File: src/rtl/mrd_pkg.sv
`default_nettype none
// Shared constants for the medium-rate serial downlink framing ends
package mrd_pkg;

    // Clock of both ends
    localparam int CLK_NS = 10;

    // Merged output stream: 2 Mb/s, one bit every 500 ns
    localparam int OUT_BIT_NS = 500;
    localparam int OUT_HALF   = OUT_BIT_NS / CLK_NS / 2;

    // Number of customer inputs the carrier merges, and channel id width
    localparam int N_CH = 6;
    localparam int CH_W = 3;

    // Frame layout
    localparam int          SYNC_BITS       = 24;
    localparam logic [23:0] SYNC_WORD       = 24'hfaf320;
    localparam int          SYNC_BYTES      = 3;
    localparam int          CNT_POS         = 3;
    localparam int          MAX_FRAME_BITS  = 8192;
    localparam int          MAX_FRAME_BYTES = MAX_FRAME_BITS / 8;
    localparam int          LEADER_FRAMES   = 4;
    localparam int          FLUSH_BYTES     = 66;
    localparam logic [7:0]  FILL_BYTE       = 8'h00;

    // Merged word: channel id, start-of-frame flag, data byte
    localparam int WORD_BITS = CH_W + 1 + 8;

    // Customer formatter states
    typedef enum logic [3:0] {
        ST_IDLE  = 4'b0001,
        ST_LEAD  = 4'b0010,
        ST_DATA  = 4'b0100,
        ST_FLUSH = 4'b1000
    } mrd_tx_state_e;

endpackage
`default_nettype wire

File: src/rtl/mrd_link_if.sv
`timescale 1ns/1ns
`default_nettype none
// One clock and one NRZ data line per customer input
interface mrd_link_if #(
    parameter int N_CH = mrd_pkg::N_CH
);
    wire [N_CH-1:0] lclk;
    wire [N_CH-1:0] ldata;

    // Customer formatter drives its own lane
    modport customer (
        output lclk,
        output ldata
    );

    // Carrier multiplexer samples all lanes
    modport carrier (
        input lclk,
        input ldata
    );
endinterface
`default_nettype wire

File: src/rtl/mrd_carrier_mux.sv
`timescale 1ns/1ns
`default_nettype none
module mrd_carrier_mux #(
    parameter int N_CH        = mrd_pkg::N_CH,
    parameter int FRAME_BYTES = 64
) (
    // Clock and reset
    input  wire logic            mclk,
    input  wire logic            rst,
    // Customer inputs
    mrd_link_if.carrier          lk,
    // Merged NRZ-L output with clock
    input  wire logic            out_hold,
    output logic                 out_clk,
    output logic                 out_data,
    output logic                 out_word,
    // Per-channel status
    output logic [N_CH-1:0]      ch_locked,
    output logic [N_CH-1:0]      ch_overrun
);

    localparam logic [13:0] FB_LAST  = 14'(FRAME_BYTES * 8 - 1);
    // Last frame bit that still closes a forwarded byte; later bytes are sync
    localparam logic [13:0] PAY_LAST = 14'(FRAME_BYTES * 8 - mrd_pkg::SYNC_BITS - 1);
    localparam logic [7:0]  DIV_LAST = 8'(mrd_pkg::OUT_HALF - 1);
    localparam int          WB       = mrd_pkg::WORD_BITS;

    logic [N_CH-1:0] b_valid;
    logic [N_CH-1:0] b_pop;
    logic [8:0]      b_head [N_CH];

    // Per-input receiver, framer and two-entry buffer
    for (genvar g = 0; g < N_CH; g++) begin : g_ch
        logic [2:0]  ck_sync;
        logic [2:0]  dt_sync;
        logic        ck_lvl;
        logic        dt_lvl;
        logic        rise;
        logic [23:0] sh_reg;
        logic [23:0] sh_next;
        logic [2:0]  bit_reg;
        logic [13:0] fb_reg;
        logic        lock_reg;
        logic        sof_reg;
        logic        resync;
        logic        push;
        logic [8:0]  mem_reg [2];
        logic        wp_reg;
        logic        rp_reg;
        logic [1:0]  cnt_reg;
        logic        ovf_reg;

        // Three-stage sampling of the foreign clock and data
        always_ff @(posedge mclk) begin
            if (rst) begin
                ck_sync <= '0;
                dt_sync <= '0;
                ck_lvl  <= 1'b0;
                dt_lvl  <= 1'b0;
            end else begin
                ck_sync <= {ck_sync[1:0], lk.lclk[g]};
                dt_sync <= {dt_sync[1:0], lk.ldata[g]};
                if (ck_sync[2] == ck_sync[1]) ck_lvl <= ck_sync[1];
                if (dt_sync[2] == dt_sync[1]) dt_lvl <= dt_sync[1];
            end
        end

        // Sample on the rising edge, opposite the data change
        assign rise    = (ck_sync[2] == ck_sync[1]) && ck_sync[1] && !ck_lvl;
        assign sh_next = {sh_reg[22:0], dt_lvl};
        // Lock on sync when searching, else only at the frame boundary
        assign resync  = (sh_next == mrd_pkg::SYNC_WORD) && (!lock_reg || fb_reg == FB_LAST);
        assign push    = rise && lock_reg && !resync && (bit_reg == 3'h7) && (fb_reg <= PAY_LAST);

        // Frame synchronizer; no edges means nothing happens
        always_ff @(posedge mclk) begin
            if (rst) begin
                sh_reg   <= '0;
                bit_reg  <= '0;
                fb_reg   <= '0;
                lock_reg <= 1'b0;
                sof_reg  <= 1'b0;
            end else if (rise) begin
                sh_reg <= sh_next;
                if (resync) begin
                    lock_reg <= 1'b1;
                    fb_reg   <= '0;
                    bit_reg  <= '0;
                    sof_reg  <= 1'b1;
                end else begin
                    fb_reg  <= fb_reg + 14'h0001;
                    bit_reg <= bit_reg + 3'h1;
                    if (fb_reg == FB_LAST) lock_reg <= 1'b0; // sync missing
                    if (push) sof_reg <= 1'b0;
                end
            end
        end

        // Two-entry buffer, full drops the byte and flags overrun
        always_ff @(posedge mclk) begin
            if (rst) begin
                wp_reg     <= 1'b0;
                rp_reg     <= 1'b0;
                cnt_reg    <= '0;
                ovf_reg    <= 1'b0;
                mem_reg[0] <= '0;
                mem_reg[1] <= '0;
            end else begin
                if (push && cnt_reg != 2'h2) begin
                    mem_reg[wp_reg] <= {sof_reg, sh_next[7:0]};
                    wp_reg          <= !wp_reg;
                end
                if (push && cnt_reg == 2'h2) ovf_reg <= 1'b1;
                if (b_pop[g]) rp_reg <= !rp_reg;
                case ({push && cnt_reg != 2'h2, b_pop[g]})
                    2'b10:   cnt_reg <= cnt_reg + 2'h1;
                    2'b01:   cnt_reg <= cnt_reg - 2'h1;
                    default: cnt_reg <= cnt_reg;
                endcase
            end
        end

        assign b_valid[g]    = (cnt_reg != 2'h0);
        assign b_head[g]     = mem_reg[rp_reg];
        assign ch_locked[g]  = lock_reg;
        assign ch_overrun[g] = ovf_reg;
    end

    localparam int CH_W_T = mrd_pkg::CH_W;
    logic [CH_W_T-1:0] rr_reg;
    logic [CH_W_T-1:0] sel;
    logic              any;
    logic [WB-1:0]     word_reg;
    logic [3:0]        bitn_reg;
    logic [7:0]        div_reg;
    logic              run_reg;
    logic              oclk_reg;
    logic              div_done;
    logic              fall;
    logic              last;
    logic              load;

    // Round-robin pick after the last served input
    always_comb begin
        int idx;
        idx = 0;
        sel = rr_reg;
        any = 1'b0;
        for (int k = N_CH; k >= 1; k--) begin
            idx = (int'(rr_reg) + k) % N_CH;
            if (b_valid[idx]) begin
                sel = CH_W_T'(idx);
                any = 1'b1;
            end
        end
    end

    // Output bit clock, paused when nothing is queued
    assign div_done = run_reg && (div_reg == DIV_LAST);
    assign fall     = div_done && oclk_reg;
    assign last     = (bitn_reg == 4'(WB - 1));
    assign load     = any && !out_hold && (!run_reg || (fall && last));

    always_comb begin
        for (int k = 0; k < N_CH; k++) begin
            b_pop[k] = load && (int'(sel) == k);
        end
    end

    // Serializer of merged words, MSB first on NRZ-L
    always_ff @(posedge mclk) begin
        if (rst) begin
            rr_reg   <= '0;
            word_reg <= '0;
            bitn_reg <= '0;
            div_reg  <= '0;
            run_reg  <= 1'b0;
            oclk_reg <= 1'b0;
        end else if (load) begin
            rr_reg   <= sel;
            word_reg <= {sel, b_head[sel]};
            bitn_reg <= '0;
            div_reg  <= '0;
            run_reg  <= 1'b1;
            oclk_reg <= 1'b0;
        end else if (fall && last) begin
            run_reg  <= 1'b0;
            div_reg  <= '0;
            oclk_reg <= 1'b0;
        end else if (div_done) begin
            div_reg  <= '0;
            oclk_reg <= !oclk_reg;
            if (fall) begin
                word_reg <= {word_reg[WB-2:0], 1'b0};
                bitn_reg <= bitn_reg + 4'h1;
            end
        end else if (run_reg) begin
            div_reg <= div_reg + 8'h01;
        end
    end

    assign out_clk  = oclk_reg;
    assign out_data = word_reg[WB-1];
    assign out_word = load;

endmodule // mrd_carrier_mux
`default_nettype wire

File: src/flat_wrapper.sv
// flat-port wrapper written by rule: the top's interface ports become plain ports
module mrd_carrier_mux_flat 
#(
    parameter int N_CH        = mrd_pkg::N_CH,
    parameter int FRAME_BYTES = 64
)
  (mclk, rst, out_hold, out_clk, out_data, out_word, ch_locked, ch_overrun, lk_lclk, lk_ldata);
  mrd_link_if #(.N_CH(N_CH)) lk_i ();
  input  wire logic mclk;
  input  wire logic rst;
  input  wire logic out_hold;
  output logic out_clk;
  output logic out_data;
  output logic out_word;
  output logic [N_CH-1:0] ch_locked;
  output logic [N_CH-1:0] ch_overrun;
  input wire logic [$bits(lk_i.lclk)-1:0] lk_lclk;
  input wire logic [$bits(lk_i.ldata)-1:0] lk_ldata;
  assign lk_i.lclk = lk_lclk;
  assign lk_i.ldata = lk_ldata;
  mrd_carrier_mux #(.N_CH(N_CH), .FRAME_BYTES(FRAME_BYTES)) u_core (.mclk(mclk), .rst(rst), .lk(lk_i), .out_hold(out_hold), .out_clk(out_clk), .out_data(out_data), .out_word(out_word), .ch_locked(ch_locked), .ch_overrun(ch_overrun));
endmodule
File: config.mk
export PLATFORM = sky130hd
export DESIGN_NAME = mrd_carrier_mux_flat
export DESIGN_NICKNAME = d
export VERILOG_FILES = /design/src/rtl/mrd_pkg.sv /design/src/rtl/mrd_link_if.sv /design/src/rtl/mrd_carrier_mux.sv /design/src/flat_wrapper.sv
export SDC_FILE = /design/constraint.sdc
export NUM_CORES = 1
export LEC_CHECK = 0
export ABC_AREA = 1
export ABC_CLOCK_PERIOD_IN_PS = 6600
export BUFFER_PORTS_ARGS = -buffer_cell sky130_fd_sc_hd__buf_4
export CORE_MARGIN = 2
export CORE_UTILIZATION = 40
export CTS_BUF_LIST = sky130_fd_sc_hd__clkbuf_8
export CTS_CLUSTER_SIZE = 10
export DETAILED_ROUTE_END_ITERATION = 16
export SYNTH_ARGS = -nofsm -noshare
export SYNTH_HDL_FRONTEND = slang
export SYNTH_SLANG_ARGS = --single-unit
File: constraint.sdc
create_clock -name mclk -period 6.6 [get_ports mclk]
set_input_delay 1.32 -clock mclk [delete_from_list [all_inputs] [get_ports mclk]]
set_output_delay 1.32 -clock mclk [all_outputs]
set_load 0.01 [all_outputs]
==> flow_metrics.py, run 1 <==
metrics = {
    "status": {
        "status": "completed",
    },
    "clocking": {
        "cts_root_buf": "clkbuf_8",
        "cts_buffers": 83,
        "cts_tree": "built",
        "clk_latency_ns": 0.67,
        "htree_levels": 3,
        "holdBufCountCts": 0,
        "cts_repair_resize_count": 0,
        "clk_pin_slew_worst_paths_ns": 0.06,
        "cts.sinks": 473,
        "cts_setup_buffers": 0,
        "clockBufferDepth": 3,
    },
    "yosys": {
        "synth_top_cell_area_share": 0.357,
        "synth_cell_types": 54,
        "synth_largest_area_cell": "dfxtp_1",
        "yosys_warnings": 0,
        "syn-num-nets": 2552,
        "netlist_instances": 2494,
        "ys_ff_latch": 473,
        "synth.area.top_cells": "dfxtp_1 (36%), edfxtp_1 (16%), nor2_1 (10%)",
        "synth_area_sq_mm": 0.0205,
        "avgSynthCellArea_sq_um": 8.21,
        "seq_area_frac_synth": 0.515,
    },
    "routing": {
        "drc_errors": 0,
        "drt_iter0_markers": 933,
        "via_per_inst": 4.89,
        "ant_nets": 0,
        "wl_mm": 41.6,
        "vias": 15900,
        "drt_pass1_iterations": 5,
        "wl_per_cell_microns": 12.8,
    },
    "global_route": {
        "grt_usage": 0.160,
        "antenna_found_initial": 0,
        "grt_pass1_wl_mm": 71.1,
        "grt_max_degree": 75,
        "grt_overflow_total": 0,
        "first_global_vias": 15200,
    },
    "power_and_ir_drop": {
        "pwr-share-seq": 0.480,
        "leakage_nw": 9.26,
        "combPwrFrac": 0.110,
        "clkPwrFrac": 0.409,
        "p_per_area_mw_per_mm2": 284,
        "totalPowerFinal_mw": 6.46,
        "switching_power_mw": 1.74,
        "intPower_mw": 4.72,
        "swShare": 0.270,
        "peakVddDrop_uv": 140,
    },
    "sta": {
        "rsz0062_at_grt": "no",
        "worst_slack_ns": 1.56,
        "max_freq_mhz": 198,
        "tns_ns": 0,
        "slew_viol_final": 0,
        "hold_viol_final": 0,
        "slew_headroom": 0.462,
        "fin_crit_sh": 0.764,
        "fin_skew_ns": 0.0343,
        "fin_crit_ns": 5.04,
        "worstMarginPinSlew_ns": 0.808,
        "setup_violations": 0,
    },
    "final_layout": {
        "final_common_cell": "nor2_1",
        "drive_above_1_share": 0.100,
        "antennaDiodeCount": 0,
        "fin_cells": 3252,
        "area_growth_pct": 11.2,
        "fin_nets": 2572,
        "largest_reg_flops": 138,
        "fill_cells": 4881,
        "final_cell_mix": "nor2_1 (538), dfxtp_1 (365), nand2_1 (310)",
    },
    "die": {
        "die_w_microns": 230,
        "rows": 82,
        "pin_count": 30,
        "dieArea_sq_mm": 0.0530,
        "core_area_sq_mm": 0.0504,
        "die_h_microns": 230,
        "start_util": 0.406,
    },
    "worst_setup_path": {
        "crit_path_start_kind": "flip-flop",
        "crit_fanout": 16,
        "end_kind": "output pin",
        "worst-setup-path-type": "flip-flop to output pin",
        "arrival_ns": 3.72,
        "crit_required_ns": 5.28,
    },
    "place": {
        "post-place-ws_ns": 2.04,
        "dp.cells": 3101,
        "placement.io_buffers": 29,
        "gp_congestion": 0.837,
        "hpwl_mm": 27.7,
    },
    "worst_hold_path": {
        "hp-class": "flip-flop to flip-flop",
    },
    "job": {
        "maxCapViolCount": 0,
    },
}
routing by layer:
metal / share of wire / track usage / routed length (microns)
met1: 0.48 / 0.212 / 19800
met2: 0.45 / 0.253 / 18700
met3: 0.044 / 0.0345 / 1810
met4: 0.029 / 0.0625 / 1200
met5: 0 / 0 / 0
path summary, 6_finish.rpt:
kind	cells after the start	slack, ns	end	start
setup / recovery	20	1.56	out_word	u_core.rr_reg[0]
hold / removal	2	0.40	u_core.g_ch[5].dt_sync[1]	u_core.g_ch[5].dt_sync[0]
setup reg to reg	31	1.98	u_core.g_ch[2].cnt_reg[1]	u_core.rr_reg[0]
hold reg to reg	2	0.40	u_core.g_ch[5].dt_sync[1]	u_core.g_ch[5].dt_sync[0]
cells by family after synthesis:
logic type               count (synthesis)  synth area share
XOR/XNOR                                40            0.0171
AO/OA/AOI/OAI                          386             0.101
buffers and inverters                  377            0.0753
flip-flops                             473             0.515
adder cells (fa/ha/maj)                 43            0.0263
multiplexers                            54            0.0282
AND/OR/NAND/NOR                       1121             0.236
area by class of cell:
class | count | area (sq um) | area share
well taps | 672 | 841 | 0.0369
repair buffers | 40 | 300 | 0.0132
clock inverters | 51 | 274 | 0.0120
clock buffers | 100 | 1380 | 0.0605
inverters | 272 | 1020 | 0.0450
multi-input cells | 1644 | 8390 | 0.369
flip-flops and latches | 473 | 10600 | 0.464
worst max-delay path: stages, from the launching register on:
cell	delay, ns
dfxtp_1	0.76
inv_2	0.21
ha_1	0.29
inv_1	0.08
nand2_1	0.06
nand2_2	0.08
ha_1	0.23
nor2_1	0.11
nand3_1	0.07
nand2_1	0.08
nand2_1	0.08
nand2_2	0.08
nand2_1	0.06
nand2_2	0.08
nand3_1	0.10
nand2_2	0.13
nor2_1	0.04
nand3_1	0.09
nand2_1	0.10
nor2_4	0.17
buf_4	0.15
through the flow:
stage,utilization,area (sq um),hold slack (ns)
floorplan,-,20500,0.388
global placement,0.419,21100,0.392
detailed placement,0.419,21100,0.393
CTS,0.452,22800,0.402
global route,0.452,22800,0.412
finish,0.452,22800,0.401
cells in the mapped netlist, drive strengths merged:
cell type / number
nor2: 552
dfxtp: 365
nand2: 329
inv: 272
o21ai: 206
a21oi: 143
edfxtp: 108
nand3: 89
clkbuf: 69
nor3: 45
ha: 43
buf: 35
mux2: 29
nand4: 29
mux2i: 25
xor2: 24
nor4: 23
nor3b: 20
or2: 17
a211oi: 16
xnor2: 16
and3: 7
o21a: 5
a21o: 3
a31oi: 3
nand3b: 3
a221oi: 2
and2: 2
nor4b: 2
o41a: 2
o41ai: 2
or4: 2
dlygate4sd1: 1
o2111ai: 1
o211ai: 1
o21bai: 1
o22ai: 1
or3: 1
power groups by stage:
stage	clock network [mW]	registers (mW)	logic, mW
6_report	2.64	3.10	0.712
5_1_grt	2.87	3.11	0.812
4_1_cts	2.73	3.10	0.713
3_5_place_dp	0	3.16	0.710
3_3_place_gp	0	3.16	0.692
2_1_floorplan	0	3.14	0.572
No activity file was read; power rests on OpenSTA's default activity.
==> run 2: changes to the inputs <==
--- a/config.mk
+++ b/config.mk
@@ -5,8 +5,8 @@
 export SDC_FILE = /design/constraint.sdc
 export NUM_CORES = 1
 export LEC_CHECK = 0
-export ABC_AREA = 1
-export ABC_CLOCK_PERIOD_IN_PS = 6600
+export ABC_AREA = 0
+export ABC_CLOCK_PERIOD_IN_PS = 4500
 export BUFFER_PORTS_ARGS = -buffer_cell sky130_fd_sc_hd__buf_4
 export CORE_MARGIN = 2
 export CORE_UTILIZATION = 40
==> constraint.sdc (replaced) <==
create_clock -name mclk -period 4.5 [get_ports mclk]
set_input_delay 0.9 -clock mclk [delete_from_list [all_inputs] [get_ports mclk]]
set_output_delay 0.9 -clock mclk [all_outputs]
set_load 0.01 [all_outputs]
==> run 2 against run 1 <==
Net effect: clock power increased by 44%; power increased by 30%; via count decreased by 4.5%; synthesized cell count decreased by 11%; flip-flop and latch count unchanged; hold slack improved by 0.032 ns; final area increased by 2.2%; sequential power increased by 43%; critical path type unchanged.
==> flow_metrics.py, run 2 <==
metrics = {
    "sta": {
        "rsz0062_at_grt": "yes",
        "slew_viol_final": 0,
        "fin_crit_sh": 0.975,
        "worst_slack_ns": 0.112,
        "fin_skew_ns": 0.0409,
        "hold_viol_final": 0,
        "setup_violations": 0,
        "fin_crit_ns": 4.39,
        "max_freq_mhz": 228,
        "slew_headroom": 0.315,
        "worstMarginPinSlew_ns": 1.03,
    },
    "final_layout": {
        "largest_reg_flops": 138,
        "area_growth_pct": 13.4,
        "antennaDiodeCount": 0,
        "fin_cells": 2994,
        "final_cell_mix": "nand2_1 (419), dfxtp_1 (362), a21oi_1 (205)",
        "fin_nets": 2312,
        "drive_above_1_share": 0.118,
        "final_common_cell": "nand2_1",
    },
    "yosys": {
        "syn-num-nets": 2270,
        "avgSynthCellArea_sq_um": 9.27,
        "ys.flop_type": "dfxtp_1",
        "synth_cell_types": 86,
        "yosys_warnings": 0,
        "ys_ff_latch": 473,
        "ys_top_cells_by_count": "nand2_1 (419), dfxtp_1 (365), a21oi_1 (206), nor2_1 (172), and2_1 (111)",
        "synth-edff-count": 108,
        "synth_largest_area_cell": "dfxtp_1",
        "synth_area_sq_mm": 0.0205,
        "synth-async-reset-ratio": 0,
        "seq_area_frac_synth": 0.515,
        "synth_top_cell_area_share": 0.356,
        "synth.area.top_cells": "dfxtp_1 (36%), edfxtp_1 (16%), nand2_1 (7.7%)",
        "synth.most_common_cell": "nand2_1",
        "netlist_instances": 2212,
    },
    "die": {
        "core_area_sq_mm": 0.0504,
        "pin_count": 30,
        "dieArea_sq_mm": 0.0531,
        "start_util": 0.407,
        "die_w_microns": 230,
        "die_h_microns": 230,
        "rows": 82,
    },
    "worst_setup_path": {
        "arrival_ns": 3.49,
        "cp.buffers_inverters": 5,
        "cp_cell_sequence": "buf_4 > ha_4 > a21oi_4 > inv_2 > ha_1 > nand2b_4 > o21ai_4 > o32ai_2 > o41ai_4 > a21oi_2 > a211o_4 > buf_12 > inv_1 > buf_4",
        "cpPeakStageDelay_ns": 0.40,
        "end_kind": "output pin",
        "path_common_cell": "buf_4",
        "crit_fanout": 7,
        "critPathSlowestCell": "o41ai_4",
        "crit_required_ns": 3.60,
        "crit_path_start_kind": "flip-flop",
        "crit_family": "compound AO/OA/AOI/OAI gates",
        "worst-setup-path-type": "flip-flop to output pin",
    },
    "clocking": {
        "cts_root_buf": "clkbuf_8",
        "cts_tree": "built",
        "holdBufCountCts": 0,
        "cts.sinks": 473,
        "htree_levels": 3,
        "clk_pin_slew_worst_paths_ns": 0.07,
        "cts_buffers": 83,
        "clockBufferDepth": 3,
        "clk_latency_ns": 0.66,
    },
    "routing": {
        "ant_nets": 0,
        "via_per_inst": 5.07,
        "wl_mm": 42.8,
        "drt_iter0_markers": 1004,
        "drc_errors": 0,
        "drt_pass1_iterations": 5,
        "vias": 15200,
        "wl_per_cell_microns": 14.3,
    },
    "place": {
        "post-place-ws_ns": 0.113,
        "hpwl_mm": 28.1,
        "dp.cells": 2820,
        "placement.io_buffers": 29,
        "gp_congestion": 0.874,
    },
    "global_route": {
        "grt_pass1_wl_mm": 71.9,
        "grt_overflow_total": 0,
        "first_global_vias": 14700,
        "antenna_found_initial": 0,
        "grt_usage": 0.162,
        "grt_max_degree": 102,
    },
    "worst_hold_path": {
        "hp-class": "flip-flop to flip-flop",
    },
    "job": {
        "maxCapViolCount": 0,
    },
    "status": {
        "status": "completed",
    },
    "power_and_ir_drop": {
        "peakVddDrop_uv": 232,
        "p_per_area_mw_per_mm2": 361,
        "leakage_nw": 8.25,
    },
}
==> run 2: changes by cell type in the layout (fill, tap and decap cells not counted), sizes merged, moves of 46 or more <==
cell and delta:
nor2 -379, inv -241, o21ai -167, and2 +109, nand2 +90, a21oi +64, nor2b +46
==> run 2: final timing paths <==
check                             from                        end  slack (ns)  cells past startpoint
max reg2reg           u_core.rr_reg[1]  u_core.g_ch[2].cnt_reg[1]        0.19                     18
min reg2reg  u_core.g_ch[2].ck_sync[0]  u_core.g_ch[2].ck_sync[1]        0.43                      1
max                   u_core.rr_reg[1]                   out_word        0.11                     14
min          u_core.g_ch[2].ck_sync[0]  u_core.g_ch[2].ck_sync[1]        0.43                      1
==> run 2: cell families after synthesis <==
family / Yosys count / synth area share
AOI/OAI and AO/OA: 354 / 0.103
DFF: 473 / 0.515
xor gates and xnor gates: 117 / 0.0513
adders and majority gates: 44 / 0.0268
and+or+nand+nor: 997 / 0.235
buffers and inverters: 155 / 0.0323
muxes: 72 / 0.0361
==> run 2: layout make-up <==
class / count / area [sq um]
clock buffer: 102 / 1400
clock inverter: 51 / 225
fill: 4783 / 27100
inverter: 26 / 97.6
multi-input combinational: 1584 / 9420
sequential: 473 / 10600
tap: 672 / 841
timing repair buffer: 86 / 708
==> run 2: layer usage <==
layer  routed length (microns)  track usage
met5                         0            0
met4                      1080       0.0605
met3                      1600       0.0343
met2                     19900        0.264
met1                     20200        0.212
==> run 2: timing repair <==
| item | 4_1_cts | 5_1_grt |
|---|---|---|
| gates resized for setup | 16 | 14 |
| cloned | 1 | 1 |
| pin swaps | 7 | 9 |
| setup buffers | 10 | 9 |
| setup endpoints to repair | 1 | 2 |
| hold endpoints to repair | 0 | 0 |
==> run 2: metrics by stage <==
step | area (sq um) | hold WS, ns | setup TNS [ns] | power, mW | utilization
after global routing | 23200 | 0.418 | -0.0279 | 8.78 | 0.461
after detailed placement | 21300 | 0.422 | 0 | 4.70 | 0.423
after CTS | 23100 | 0.385 | 0 | 8.54 | 0.458
after global placement | 21300 | 0.419 | 0 | 4.70 | 0.423
final | 23200 | 0.432 | 0 | 8.40 | 0.461
after floorplan | 20500 | 0.414 | 0 | 4.64 | -
==> run 2: report_power, final <==
part           switching, mW  leakage [nW]  internal (mW)
Clock                   1.75         0.960           2.05
Sequential            0.0240          3.97           4.41
Combinational          0.119          3.31         0.0558
Total                   1.89          8.25           6.51
